==> config.mk <==
export PLATFORM = sky130hd
export DESIGN_NAME = obs_brake_seq
export DESIGN_NICKNAME = d
export VERILOG_FILES = /design/src/obs_pkg.sv /design/src/obs_brake_seq.sv
export SDC_FILE = /design/constraint.sdc
export NUM_CORES = 1
export LEC_CHECK = 0
export BUFFER_PORTS_ARGS = -buffer_cell sky130_fd_sc_hd__buf_4
export CAP_MARGIN = 40
export CORE_MARGIN = 2
export CORE_UTILIZATION = 66
export CTS_BUF_LIST = sky130_fd_sc_hd__clkbuf_16
export DETAILED_ROUTE_END_ITERATION = 10
export PLACE_DENSITY = 0.87
export SYNTH_ARGS = -nofsm -noshare
export SYNTH_HDL_FRONTEND = slang
export SYNTH_SLANG_ARGS = --single-unit
==> constraint.sdc <==
create_clock -name pclk -period 9.63 [get_ports pclk]
set_clock_uncertainty 0.1 [all_clocks]
set_input_delay 0 -clock pclk [delete_from_list [all_inputs] [get_ports pclk]]
set_output_delay 0 -clock pclk [all_outputs]
set_load 0.03 [all_outputs]
==> src/obs_pkg.sv <==
package obs_pkg;
  // register map, one 32-bit word each
  localparam logic [7:0] OFF_CTRL = 8'h00;
  localparam logic [7:0] OFF_CW_LIM = 8'h04;
  localparam logic [7:0] OFF_CCW_LIM = 8'h08;
  localparam logic [7:0] OFF_HYS = 8'h0C;
  localparam logic [7:0] OFF_REL_DLY = 8'h10;
  localparam logic [7:0] OFF_APP_DLY = 8'h14;
  localparam logic [7:0] OFF_CON_DLY = 8'h18;
  localparam logic [7:0] OFF_STATUS = 8'h1C;
  // control bits
  localparam int CTRL_FUNC_BIT = 0;
  localparam int CTRL_CONT_BIT = 1;
  // values after reset
  localparam logic [15:0] RST_CW_LIM = 16'h005A;
  localparam logic [15:0] RST_CCW_LIM = 16'hFFA6;
  localparam logic [15:0] RST_HYS = 16'h002D;
  localparam logic [15:0] RST_REL_DLY = 16'h0064;
  localparam logic [15:0] RST_APP_DLY = 16'h0064;
  localparam logic [15:0] RST_CON_DLY = 16'h000A;
  // setting ranges
  localparam logic [15:0] LIM_MAX = 16'h7FFC;
  localparam logic [15:0] LIM_MIN = 16'h8004;
  localparam logic [15:0] HYS_MIN = 16'h0001;
  // millisecond tick
  localparam int CLK_HZ = 125_000_000;
  localparam int TICK_MS = 1;
  localparam int CYC_PER_MS = CLK_HZ / 1000 * TICK_MS;
  localparam int DIV_W = 17;

  typedef enum logic [2:0] {
    ST_IDLE = 3'b000,
    ST_CON_ON = 3'b001,
    ST_RELEASE = 3'b010,
    ST_RUN = 3'b011,
    ST_DECEL = 3'b100,
    ST_APPLY = 3'b101,
    ST_LOW = 3'b110,
    ST_CON_OFF = 3'b111
  } obs_state_t;

  typedef struct packed {
    logic psel;
    logic penable;
    logic pwrite;
    logic [7:0] paddr;
    logic [31:0] pwdata;
  } obs_apb_req_t;

  typedef struct packed {
    logic [31:0] prdata;
    logic pready;
    logic pslverr;
  } obs_apb_rsp_t;

  typedef struct packed {
    logic brake_release;
    logic power_stage_en;
    logic contactor_on;
    logic [15:0] speed_setpoint;
  } obs_drive_t;
endpackage

==> src/obs_brake_seq.sv <==
`timescale 1ns/1ps
module obs_brake_seq
  import obs_pkg::*;
#(
  parameter int unsigned CYCLES_PER_MS = CYC_PER_MS
) (
  input wire logic pclk,
  input wire logic presetn,
  input wire obs_apb_req_t apb_req,
  output obs_apb_rsp_t apb_rsp,
  input wire logic [15:0] speed_cmd,
  input wire logic [15:0] speed_act,
  input wire logic fault,
  output obs_drive_t drive
);

  typedef struct packed {
    obs_state_t st;
    logic dir_ccw;
    logic func_en;
    logic cont_en;
    logic [15:0] cw_lim;
    logic [15:0] ccw_lim;
    logic [15:0] hys;
    logic [15:0] rel_dly;
    logic [15:0] app_dly;
    logic [15:0] con_dly;
    logic [15:0] cnt;
    logic [DIV_W-1:0] div;
    logic tick;
    logic brake;
    logic pwr;
    logic con;
    logic [15:0] sp;
    logic [31:0] prdata;
  } obs_regs_t;

  obs_regs_t s_q;
  obs_regs_t s_d;

  function automatic logic signed [17:0] sx(input logic [15:0] v);
    sx = {{2{v[15]}}, v};
  endfunction

  logic signed [17:0] cmd_w;
  logic signed [17:0] act_w;
  logic signed [17:0] cw_w;
  logic signed [17:0] ccw_w;
  logic signed [17:0] hys_w;
  logic exceed_cw;
  logic exceed_ccw;
  logic below;
  logic reached;
  logic [15:0] lim;
  logic cmd_zero;
  logic dly_done;
  logic setup;
  logic access;
  logic wr;
  logic mapped;
  logic locked;
  logic [31:0] rd_data;

  assign cmd_w = sx(speed_cmd);
  assign act_w = sx(speed_act);
  assign cw_w = sx(s_q.cw_lim);
  assign ccw_w = sx(s_q.ccw_lim);
  assign hys_w = sx(s_q.hys);
  assign exceed_cw = cmd_w > (cw_w + hys_w);
  assign exceed_ccw = cmd_w < (ccw_w - hys_w);
  assign below = s_q.dir_ccw ? (cmd_w > ccw_w) : (cmd_w < cw_w);
  assign reached = s_q.dir_ccw ? (act_w >= ccw_w) : (act_w <= cw_w);
  assign lim = s_q.dir_ccw ? s_q.ccw_lim : s_q.cw_lim;
  assign cmd_zero = speed_cmd == 16'h0000;
  assign dly_done = s_q.cnt == 16'h0000;

  assign setup = apb_req.psel && !apb_req.penable;
  assign access = apb_req.psel && apb_req.penable;
  assign wr = access && apb_req.pwrite;
  // a running drive must not lose or gain its brake output
  assign locked = s_q.pwr && apb_req.paddr == OFF_CTRL;

  always_comb begin
    mapped = 1'b1;
    rd_data = 32'h00000000;
    unique case (apb_req.paddr)
      OFF_CTRL: rd_data = {30'h00000000, s_q.cont_en, s_q.func_en};
      OFF_CW_LIM: rd_data = {16'h0000, s_q.cw_lim};
      OFF_CCW_LIM: rd_data = {16'h0000, s_q.ccw_lim};
      OFF_HYS: rd_data = {16'h0000, s_q.hys};
      OFF_REL_DLY: rd_data = {16'h0000, s_q.rel_dly};
      OFF_APP_DLY: rd_data = {16'h0000, s_q.app_dly};
      OFF_CON_DLY: rd_data = {16'h0000, s_q.con_dly};
      OFF_STATUS: rd_data = {s_q.sp, 9'h000, s_q.st, s_q.dir_ccw, s_q.con, s_q.pwr, s_q.brake};
      default: mapped = 1'b0;
    endcase
  end

  assign apb_rsp.prdata = s_q.prdata;
  assign apb_rsp.pready = 1'b1;
  assign apb_rsp.pslverr = access && (!mapped || (apb_req.pwrite && locked));
  assign drive = '{s_q.brake, s_q.pwr, s_q.con, s_q.sp};

  always_comb begin
    s_d = s_q;
    // free-running ms divider, restarted when a delay is loaded
    s_d.tick = 1'b0;
    if (s_q.div == DIV_W'(CYCLES_PER_MS - 1)) begin
      s_d.div = '0;
      s_d.tick = 1'b1;
    end else begin
      s_d.div = s_q.div + 17'h00001;
    end
    if (s_q.tick && !dly_done) begin
      s_d.cnt = s_q.cnt - 16'h0001;
    end
    if (setup) begin
      s_d.prdata = rd_data;
    end
    if (wr) begin
      unique case (apb_req.paddr)
        OFF_CTRL: begin
          if (!locked) begin
            s_d.func_en = apb_req.pwdata[CTRL_FUNC_BIT];
            s_d.cont_en = apb_req.pwdata[CTRL_CONT_BIT];
          end
        end
        OFF_CW_LIM: begin
          // out-of-range settings are clamped, not rejected
          if (apb_req.pwdata[15]) s_d.cw_lim = 16'h0000;
          else if (apb_req.pwdata[15:0] > LIM_MAX) s_d.cw_lim = LIM_MAX;
          else s_d.cw_lim = apb_req.pwdata[15:0];
        end
        OFF_CCW_LIM: begin
          if (!apb_req.pwdata[15]) s_d.ccw_lim = 16'h0000;
          else if (apb_req.pwdata[15:0] < LIM_MIN) s_d.ccw_lim = LIM_MIN;
          else s_d.ccw_lim = apb_req.pwdata[15:0];
        end
        OFF_HYS: begin
          if (apb_req.pwdata[15] || apb_req.pwdata[15:0] == 16'h0000) s_d.hys = HYS_MIN;
          else if (apb_req.pwdata[15:0] > LIM_MAX) s_d.hys = LIM_MAX;
          else s_d.hys = apb_req.pwdata[15:0];
        end
        OFF_REL_DLY: s_d.rel_dly = apb_req.pwdata[15:0];
        OFF_APP_DLY: s_d.app_dly = apb_req.pwdata[15:0];
        OFF_CON_DLY: s_d.con_dly = apb_req.pwdata[15:0];
        default: ;
      endcase
    end

    unique case (s_q.st)
      ST_IDLE: begin
        s_d.sp = speed_cmd;
        s_d.brake = 1'b0;
        if (!s_q.func_en) begin
          s_d.pwr = !cmd_zero;
        end else if (!cmd_zero) begin
          s_d.con = s_q.cont_en;
          s_d.cnt = s_q.cont_en ? s_q.con_dly : 16'h0000;
          s_d.div = '0;
          s_d.st = ST_CON_ON;
        end else begin
          s_d.pwr = 1'b0;
        end
      end
      ST_CON_ON: begin
        if (!s_q.func_en) begin
          s_d.st = ST_CON_OFF;
        end else if (dly_done) begin
          s_d.pwr = 1'b1;
          s_d.st = ST_LOW;
          s_d.sp = speed_cmd;
          if (exceed_cw || exceed_ccw) begin
            s_d.dir_ccw = exceed_ccw;
            s_d.sp = exceed_ccw ? s_q.ccw_lim : s_q.cw_lim;
            s_d.brake = 1'b1;
            s_d.cnt = s_q.rel_dly;
            s_d.div = '0;
            s_d.st = ST_RELEASE;
          end
        end
      end
      ST_LOW: begin
        s_d.sp = speed_cmd;
        if (exceed_cw || exceed_ccw) begin
          s_d.dir_ccw = exceed_ccw;
          s_d.sp = exceed_ccw ? s_q.ccw_lim : s_q.cw_lim;
          s_d.brake = 1'b1;
          s_d.cnt = s_q.rel_dly;
          s_d.div = '0;
          s_d.st = ST_RELEASE;
        end else if (cmd_zero) begin
          s_d.pwr = 1'b0;
          s_d.cnt = s_q.cont_en ? s_q.con_dly : 16'h0000;
          s_d.div = '0;
          s_d.st = ST_CON_OFF;
        end
      end
      ST_RELEASE: begin
        s_d.sp = lim;
        if (dly_done) begin
          s_d.sp = speed_cmd;
          s_d.st = ST_RUN;
        end
      end
      ST_RUN: begin
        s_d.sp = speed_cmd;
        if (below) begin
          s_d.sp = lim;
          s_d.st = ST_DECEL;
        end
      end
      ST_DECEL: begin
        s_d.sp = lim;
        if (!below) begin
          s_d.sp = speed_cmd;
          s_d.st = ST_RUN;
        end else if (reached) begin
          s_d.brake = 1'b0;
          s_d.cnt = s_q.app_dly;
          s_d.div = '0;
          s_d.st = ST_APPLY;
        end
      end
      ST_APPLY: begin
        s_d.sp = lim;
        if (dly_done) begin
          s_d.sp = speed_cmd;
          s_d.st = ST_LOW;
          if (cmd_zero) begin
            s_d.pwr = 1'b0;
            s_d.cnt = s_q.cont_en ? s_q.con_dly : 16'h0000;
            s_d.div = '0;
            s_d.st = ST_CON_OFF;
          end
        end
      end
      ST_CON_OFF: begin
        s_d.sp = 16'h0000;
        if (dly_done) begin
          s_d.con = 1'b0;
          s_d.st = ST_IDLE;
        end
      end
    endcase

    if (s_d.st != s_q.st) s_d.tick = 1'b0;
    if (fault) begin
      s_d.st = ST_IDLE;
      s_d.brake = 1'b0;
      s_d.pwr = 1'b0;
      s_d.con = 1'b0;
      s_d.sp = 16'h0000;
    end
  end

  always_ff @(posedge pclk or negedge presetn) begin
    if (!presetn) begin
      s_q <= '0;
      s_q.st <= ST_IDLE;
      s_q.cw_lim <= RST_CW_LIM;
      s_q.ccw_lim <= RST_CCW_LIM;
      s_q.hys <= RST_HYS;
      s_q.rel_dly <= RST_REL_DLY;
      s_q.app_dly <= RST_APP_DLY;
      s_q.con_dly <= RST_CON_DLY;
    end else begin
      s_q <= s_d;
    end
  end
endmodule

# --- Word level (Yosys, flattened, before mapping) ---
# Cells that the tools add are included.
totals:
  output_inout_bits: 53
  ff_bits: 187
op_classes:
  add_sub_neg: 4
  n_lt_le_gt_ge: 8
  n_reduce_logical: 38
  n_bitwise: 1
  n_mux: 69
  eq_ne: 29
ops:
  columns: ["operator", "count"]
  rows:
  - ["2-to-1 mux 33 bit", 10]
  - ["one-hot mux 32 bit (8 select lines)", 1]
  - ["2-to-1 mux 16 bit", 13]
  - ["one-hot mux 33 bit (5 select lines)", 1]
  - ["one-hot mux 16 bit (6 select lines)", 1]
  - ["zero test 16 bit", 3]
  - ["2-to-1 mux 3 bit", 12]
  - ["equality test 8 x 5 -> 1 bit (second input constant)", 4]
  - ["2-to-1 mux 15 bit", 2]
  - ["inequality test 3 bit (second input constant)", 9]
  - ["one-hot mux 3 bit (8 select lines)", 1]
  - ["2-to-1 mux 19 bit", 1]
  - ["2-to-1 mux 1 bit", 18]
  - ["adder 16 x 16 -> 17 bit", 1]
  - ["adder 17 x 1 -> 17 bit (second input constant)", 1]
  - ["equality test 17 bit (second input constant)", 1]
  - ["greater-than comparator 16 x 17 -> 1 bit", 1]
  - ["< comparator 16 x 17 -> 1 bit", 1]
  - ["2-to-1 mux 17 bit", 1]
  - ["subtractor 16 x 16 -> 17 bit", 1]
  - ["equality test 8 x 4 -> 1 bit (second input constant)", 2]
  - ["greater-or-equal comparator 16 bit", 1]
  - ["greater-than comparator 16 x 15 -> 1 bit (second input constant)", 1]
  - ["greater-than comparator 16 bit", 1]
  - ["other kinds (29)", 61]

# --- Depth between registers and ports, before layout ---
logic_depth:
  word_depth: 9
  ltp_mapped: 24
  depth_no_buf: 22

# --- Least setup slack after synthesis ---
# No wires, ideal clock.
synth_timing:
  path_type: "reg2reg"
  start: "register s_q, in the netlist ccw_w[1]"
  end: "register s_q[54] in the netlist's numbering"
  setup_ns: 0.119
  synth_period_minus_slack_ns: 4.936
  setup_slack_ns: 4.694
  t_arrival_ns: 4.718
  n_path_buf: 2
  stages_incl_launch_ff: 23
  cell_sequence: "dfstp_2 -> inv_1 -> fa_1 -> nor2b_1 -> o21ai_0 -> a21oi_1 -> o21ai_0 -> a21oi_1 -> a41oi_1 -> a211oi_1 -> a41oi_1 -> a22oi_1 -> ha_1 -> nand4_1 -> o21ai_1 -> o32ai_2 -> mux2i_2 -> o21ai_1 -> a221oi_2 -> and2_1 -> buf_2 -> buf_6 -> nor2_1"
synth_rtl:
  columns: ["item", "line_no", "rtl"]
  rows:
  - ["from (decl)", "obs_brake_seq.sv:38", "obs_regs_t s_q;"]

==> flow_summary.json <==
{
  "drive_gt1_share_pct": 16.7,
  "max-cap-violations": 0,
  "ys.flop_type": "dfrtp_1",
  "path_clk_slew_ns": 0.08,
  "clockBufferDepth": 2,
  "clock.fmax_ghz": 0.156,
  "via_per_inst": 7.26,
  "post_cts_buffers": 0,
  "hpwl_mm": 34.6,
  "hold_viol": 0,
  "fin_nets": 1933,
  "p_int_w": 0.00150,
  "syn-num-nets": 1865,
  "h-tree-depth": 4,
  "clock-sinks": 186,
  "setup_tns_ns": 0,
  "clockPowerShare_pct": 29.8,
  "cts_resized": 0,
  "violations": "DRC",
  "placementRows": 54,
  "numCtsBuffers": 17,
  "initial_core_util_pct": 67.3,
  "p_switching_w": 0.000989,
  "syn2layout_area_growth_pct": 12.5,
  "cts_tree": "built",
  "place_ws_ns": 3.58,
  "avgSynthCellArea_um2": 8.85,
  "root_buffer": "clkbuf_16",
  "relSlewSlack_pct": 35.9,
  "totalPowerFinal_w": 0.00249,
  "cp.required_ns": 9.84,
  "ys_types": 85,
  "start_kind": "flop",
  "setup_viol_count_final": 0,
  "drtAntennaViolNets": 0,
  "ys_seq_area_share_pct": 32.0,
  "peakVddDrop_mv": 0.119,
  "fin_crit_sh_pct": 66.6,
  "fin_ws_ns": 3.22,
  "clkLatencyLatePin_ns": 0.46,
  "final_util_pct": 75.6,
  "area.sequential_um2": 4690,
  "status": "finished with violations",
  "crit_type": "flop to flop",
  "swShare_pct": 39.7,
  "cp.arrival_ns": 6.62,
  "routed_wl_mm": 50.0,
  "end_kind": "flop",
  "drtIter0Drc": 2074,
  "via_count": 14700,
  "num-fill-cells": 1491,
  "hold_class": "primary input to async pin",
  "io_pins": 131,
  "port_buffers": 113,
  "track_usage_pct": 41.7,
  "ys_ff_latch": 186,
  "p_comb_share_pct": 33.3,
  "synth_edf_count": 0,
  "overflow": 0,
  "hold_buffers": 40,
  "min_period_ns": 6.41,
  "rsz0062_at_grt": "false",
  "syn-instance-count": 1658,
  "crit_path_max_fanout": 17,
  "die_w_um": 153,
  "grt_pass1_wl_mm": 76.7,
  "seq_power_share_pct": 36.9,
  "die_h_um": 153,
  "avgRoutedWirePerCell_um": 24.8,
  "grt_antenna_before_repair": 1,
  "multi_input_area_um2": 8990,
  "grt_pass1_vias": 14100,
  "ys_async_sr_fraction_pct": 100,
  "first_pass_iters": 10,
  "grt_max_degree": 87,
  "p_leak_nw": 7.24,
  "maxSlewViolCount": 0,
  "drc": 2,
  "ys_warn_count": 0,
  "power.density_nw_per_um2": 151,
  "core_um2": 21800,
  "die_area_um2": 23400,
  "worst_slew_pin_slew_ns": 0.962,
  "synthesis.area_um2": 14700,
  "globalplace.congestion": 0.991
}
## metal layers
layer	up-vias	track usage (%)	part of all wire, %
met5	-	0	0
met4	0	26.1	7.3
met3	325	11.5	13
met2	1161	63.6	43
met1	6903	52.6	37
li1	6283	-	-
## worst max-delay path: stages (launching register included)
cell and delay [ns]:
dfrtp_1 0.53, inv_1 0.09, ha_1 0.23, fa_1 0.40, nor2b_1 0.16, o21ai_0 0.14, a21oi_1 0.29, o21ai_0 0.18
a21oi_1 0.21, a41oi_1 0.20, a211oi_1 0.47, a41oi_1 0.22, a22oi_1 0.22, ha_1 0.31, nand4_1 0.13, o21ai_1 0.10
o32ai_2 0.38, mux2i_2 0.25, buf_4 0.32, o21ai_1 0.17, a221oi_2 0.42, and2_1 0.59, nor2_1 0.12
## path summary, 6_finish.rpt
| kind | cells after the start | from | slack (ns) | to |
|---|---|---|---|---|
| setup / recovery | 22 | ccw_w[0]$_DFFE_PN0P_ | 3.22 | s_q[66]$_DFF_PN0_ |
| hold / removal | 3 | presetn | 0.04 | apb_rsp[32]$_DFFE_PN0P_ |
| setup reg to reg | 22 | ccw_w[0]$_DFFE_PN0P_ | 3.22 | s_q[66]$_DFF_PN0_ |
| hold reg to reg | 1 | apb_rsp[8]$_DFFE_PN0P_ | 0.39 | apb_rsp[8]$_DFFE_PN0P_ |
| max in group asynchronous | 5 | presetn | 8.27 | s_q[88]$_DFFE_PN1P_ |
| min in group pclk | 4 | apb_req[36] | 0.07 | hys_w[15]$_DFFE_PN0P_ |
## registers in the layout (all words and copies together) (netlist names)
| name | flops |
|---|---|
| s_q | 88 |
| ccw_w | 16 |
| drive | 19 |
| cw_w | 15 |
| hys_w | 16 |
| apb_rsp | 32 |
## logic make-up after synthesis
logic type	after synthesis	synth area share, %
and+or+nand+nor	459	15.5
buffers and inverters	214	7.06
DFF	186	32.0
xor gates and xnor gates	53	3.16
muxes	96	7.02
AOI/OAI and AO/OA	520	24.2
adders and majority gates	129	11.1
other	1	0.0256
## through the flow
step,hold slack [ns],cell area [um2],instances
2_1_floorplan,-0.396,14700,1658
3_3_place_gp,0.0662,15300,1935
3_5_place_dp,-0.277,15500,1946
4_1_cts,0.0453,16500,2018
5_1_grt,0.0574,16500,2020
6_report,0.0371,16500,2020
## synth_stat cells (all sizes together) (9+ instances only)
| cell | instances | area (um2) |
|---|---|---|
| a211o | 15 | 131 |
| a211oi | 15 | 133 |
| a21o | 24 | 180 |
| a21oi | 96 | 495 |
| a221o | 9 | 90.1 |
| a221oi | 13 | 120 |
| a22o | 40 | 350 |
| a22oi | 38 | 285 |
| a31oi | 23 | 144 |
| and3 | 9 | 56.3 |
| buf | 71 | 498 |
| clkbuf | 60 | 226 |
| dfrtp | 158 | 3950 |
| dfstp | 28 | 736 |
| ha | 127 | 1590 |
| inv | 82 | 308 |
| mux2 | 52 | 586 |
| mux2i | 44 | 444 |
| nand2 | 160 | 601 |
| nand2b | 15 | 93.8 |
| nand3 | 51 | 255 |
| nand4 | 22 | 138 |
| nor2 | 91 | 360 |
| nor2b | 13 | 81.3 |
| nor3 | 39 | 210 |
| nor4 | 20 | 180 |
| o211ai | 16 | 120 |
| o21a | 11 | 82.6 |
| o21ai | 143 | 719 |
| o221ai | 18 | 170 |
| xnor2 | 28 | 245 |
| xor2 | 25 | 219 |
## power by group through the flow
stage          Sequential (W)  Combinational [W]  Clock (W)
2_1_floorplan        0.000899           0.000565          0
4_1_cts              0.000914           0.000795   0.000740
5_1_grt              0.000925           0.000891   0.000773
3_5_place_dp         0.000928           0.000776          0
3_3_place_gp         0.000926           0.000741          0
6_report             0.000919           0.000831   0.000742
## layout by cell type (no fill, tap or decap), types with 6 or more instances in the layout
cell type      synthesis  final
dfstp_2               28     28
o21ai_0              138    138
a21o_1                24     24
or3_1                  6      6
nor4_1                14     13
inv_1                 82     82
a31oi_1               23     23
a21oi_1               94     94
a222oi_1               6      6
nand4_1               22     22
o21a_1                11     11
and3_1                 9      9
mux2i_1               43     43
clkbuf_16              0     17
nor3_2                 3      6
a221o_1                9      9
xnor2_1               28     28
nor2_1                89     89
o221ai_1              16     16
buf_4                 56    130
and2_1                 8      8
xor2_1                25     25
nor3_1                36     33
a22oi_1               38     38
nand2b_1              15     14
dfrtp_1              158    158
nor2b_1               13     13
nand3_1               51     51
dlygate4sd3_1          0     40
nand2_1              160    160
a211o_1               15     15
o211ai_1              16     16
mux2_2                52     52
a22o_1                40     40
a211oi_1              11     11
a221oi_1              12     12
ha_1                 127    127
## layout make-up
class	count	share of cell area, %
Timing Repair Buffer	180	9.28
Clock inverter	15	1.22
Tap cell	280	2.12
Multi-Input combinational cell	1258	54.5
Antenna cell	1	0.0152
Inverter	83	1.89
Clock buffer	17	2.58
Sequential cell	186	28.4
Power figures use the tool's default switching activity.
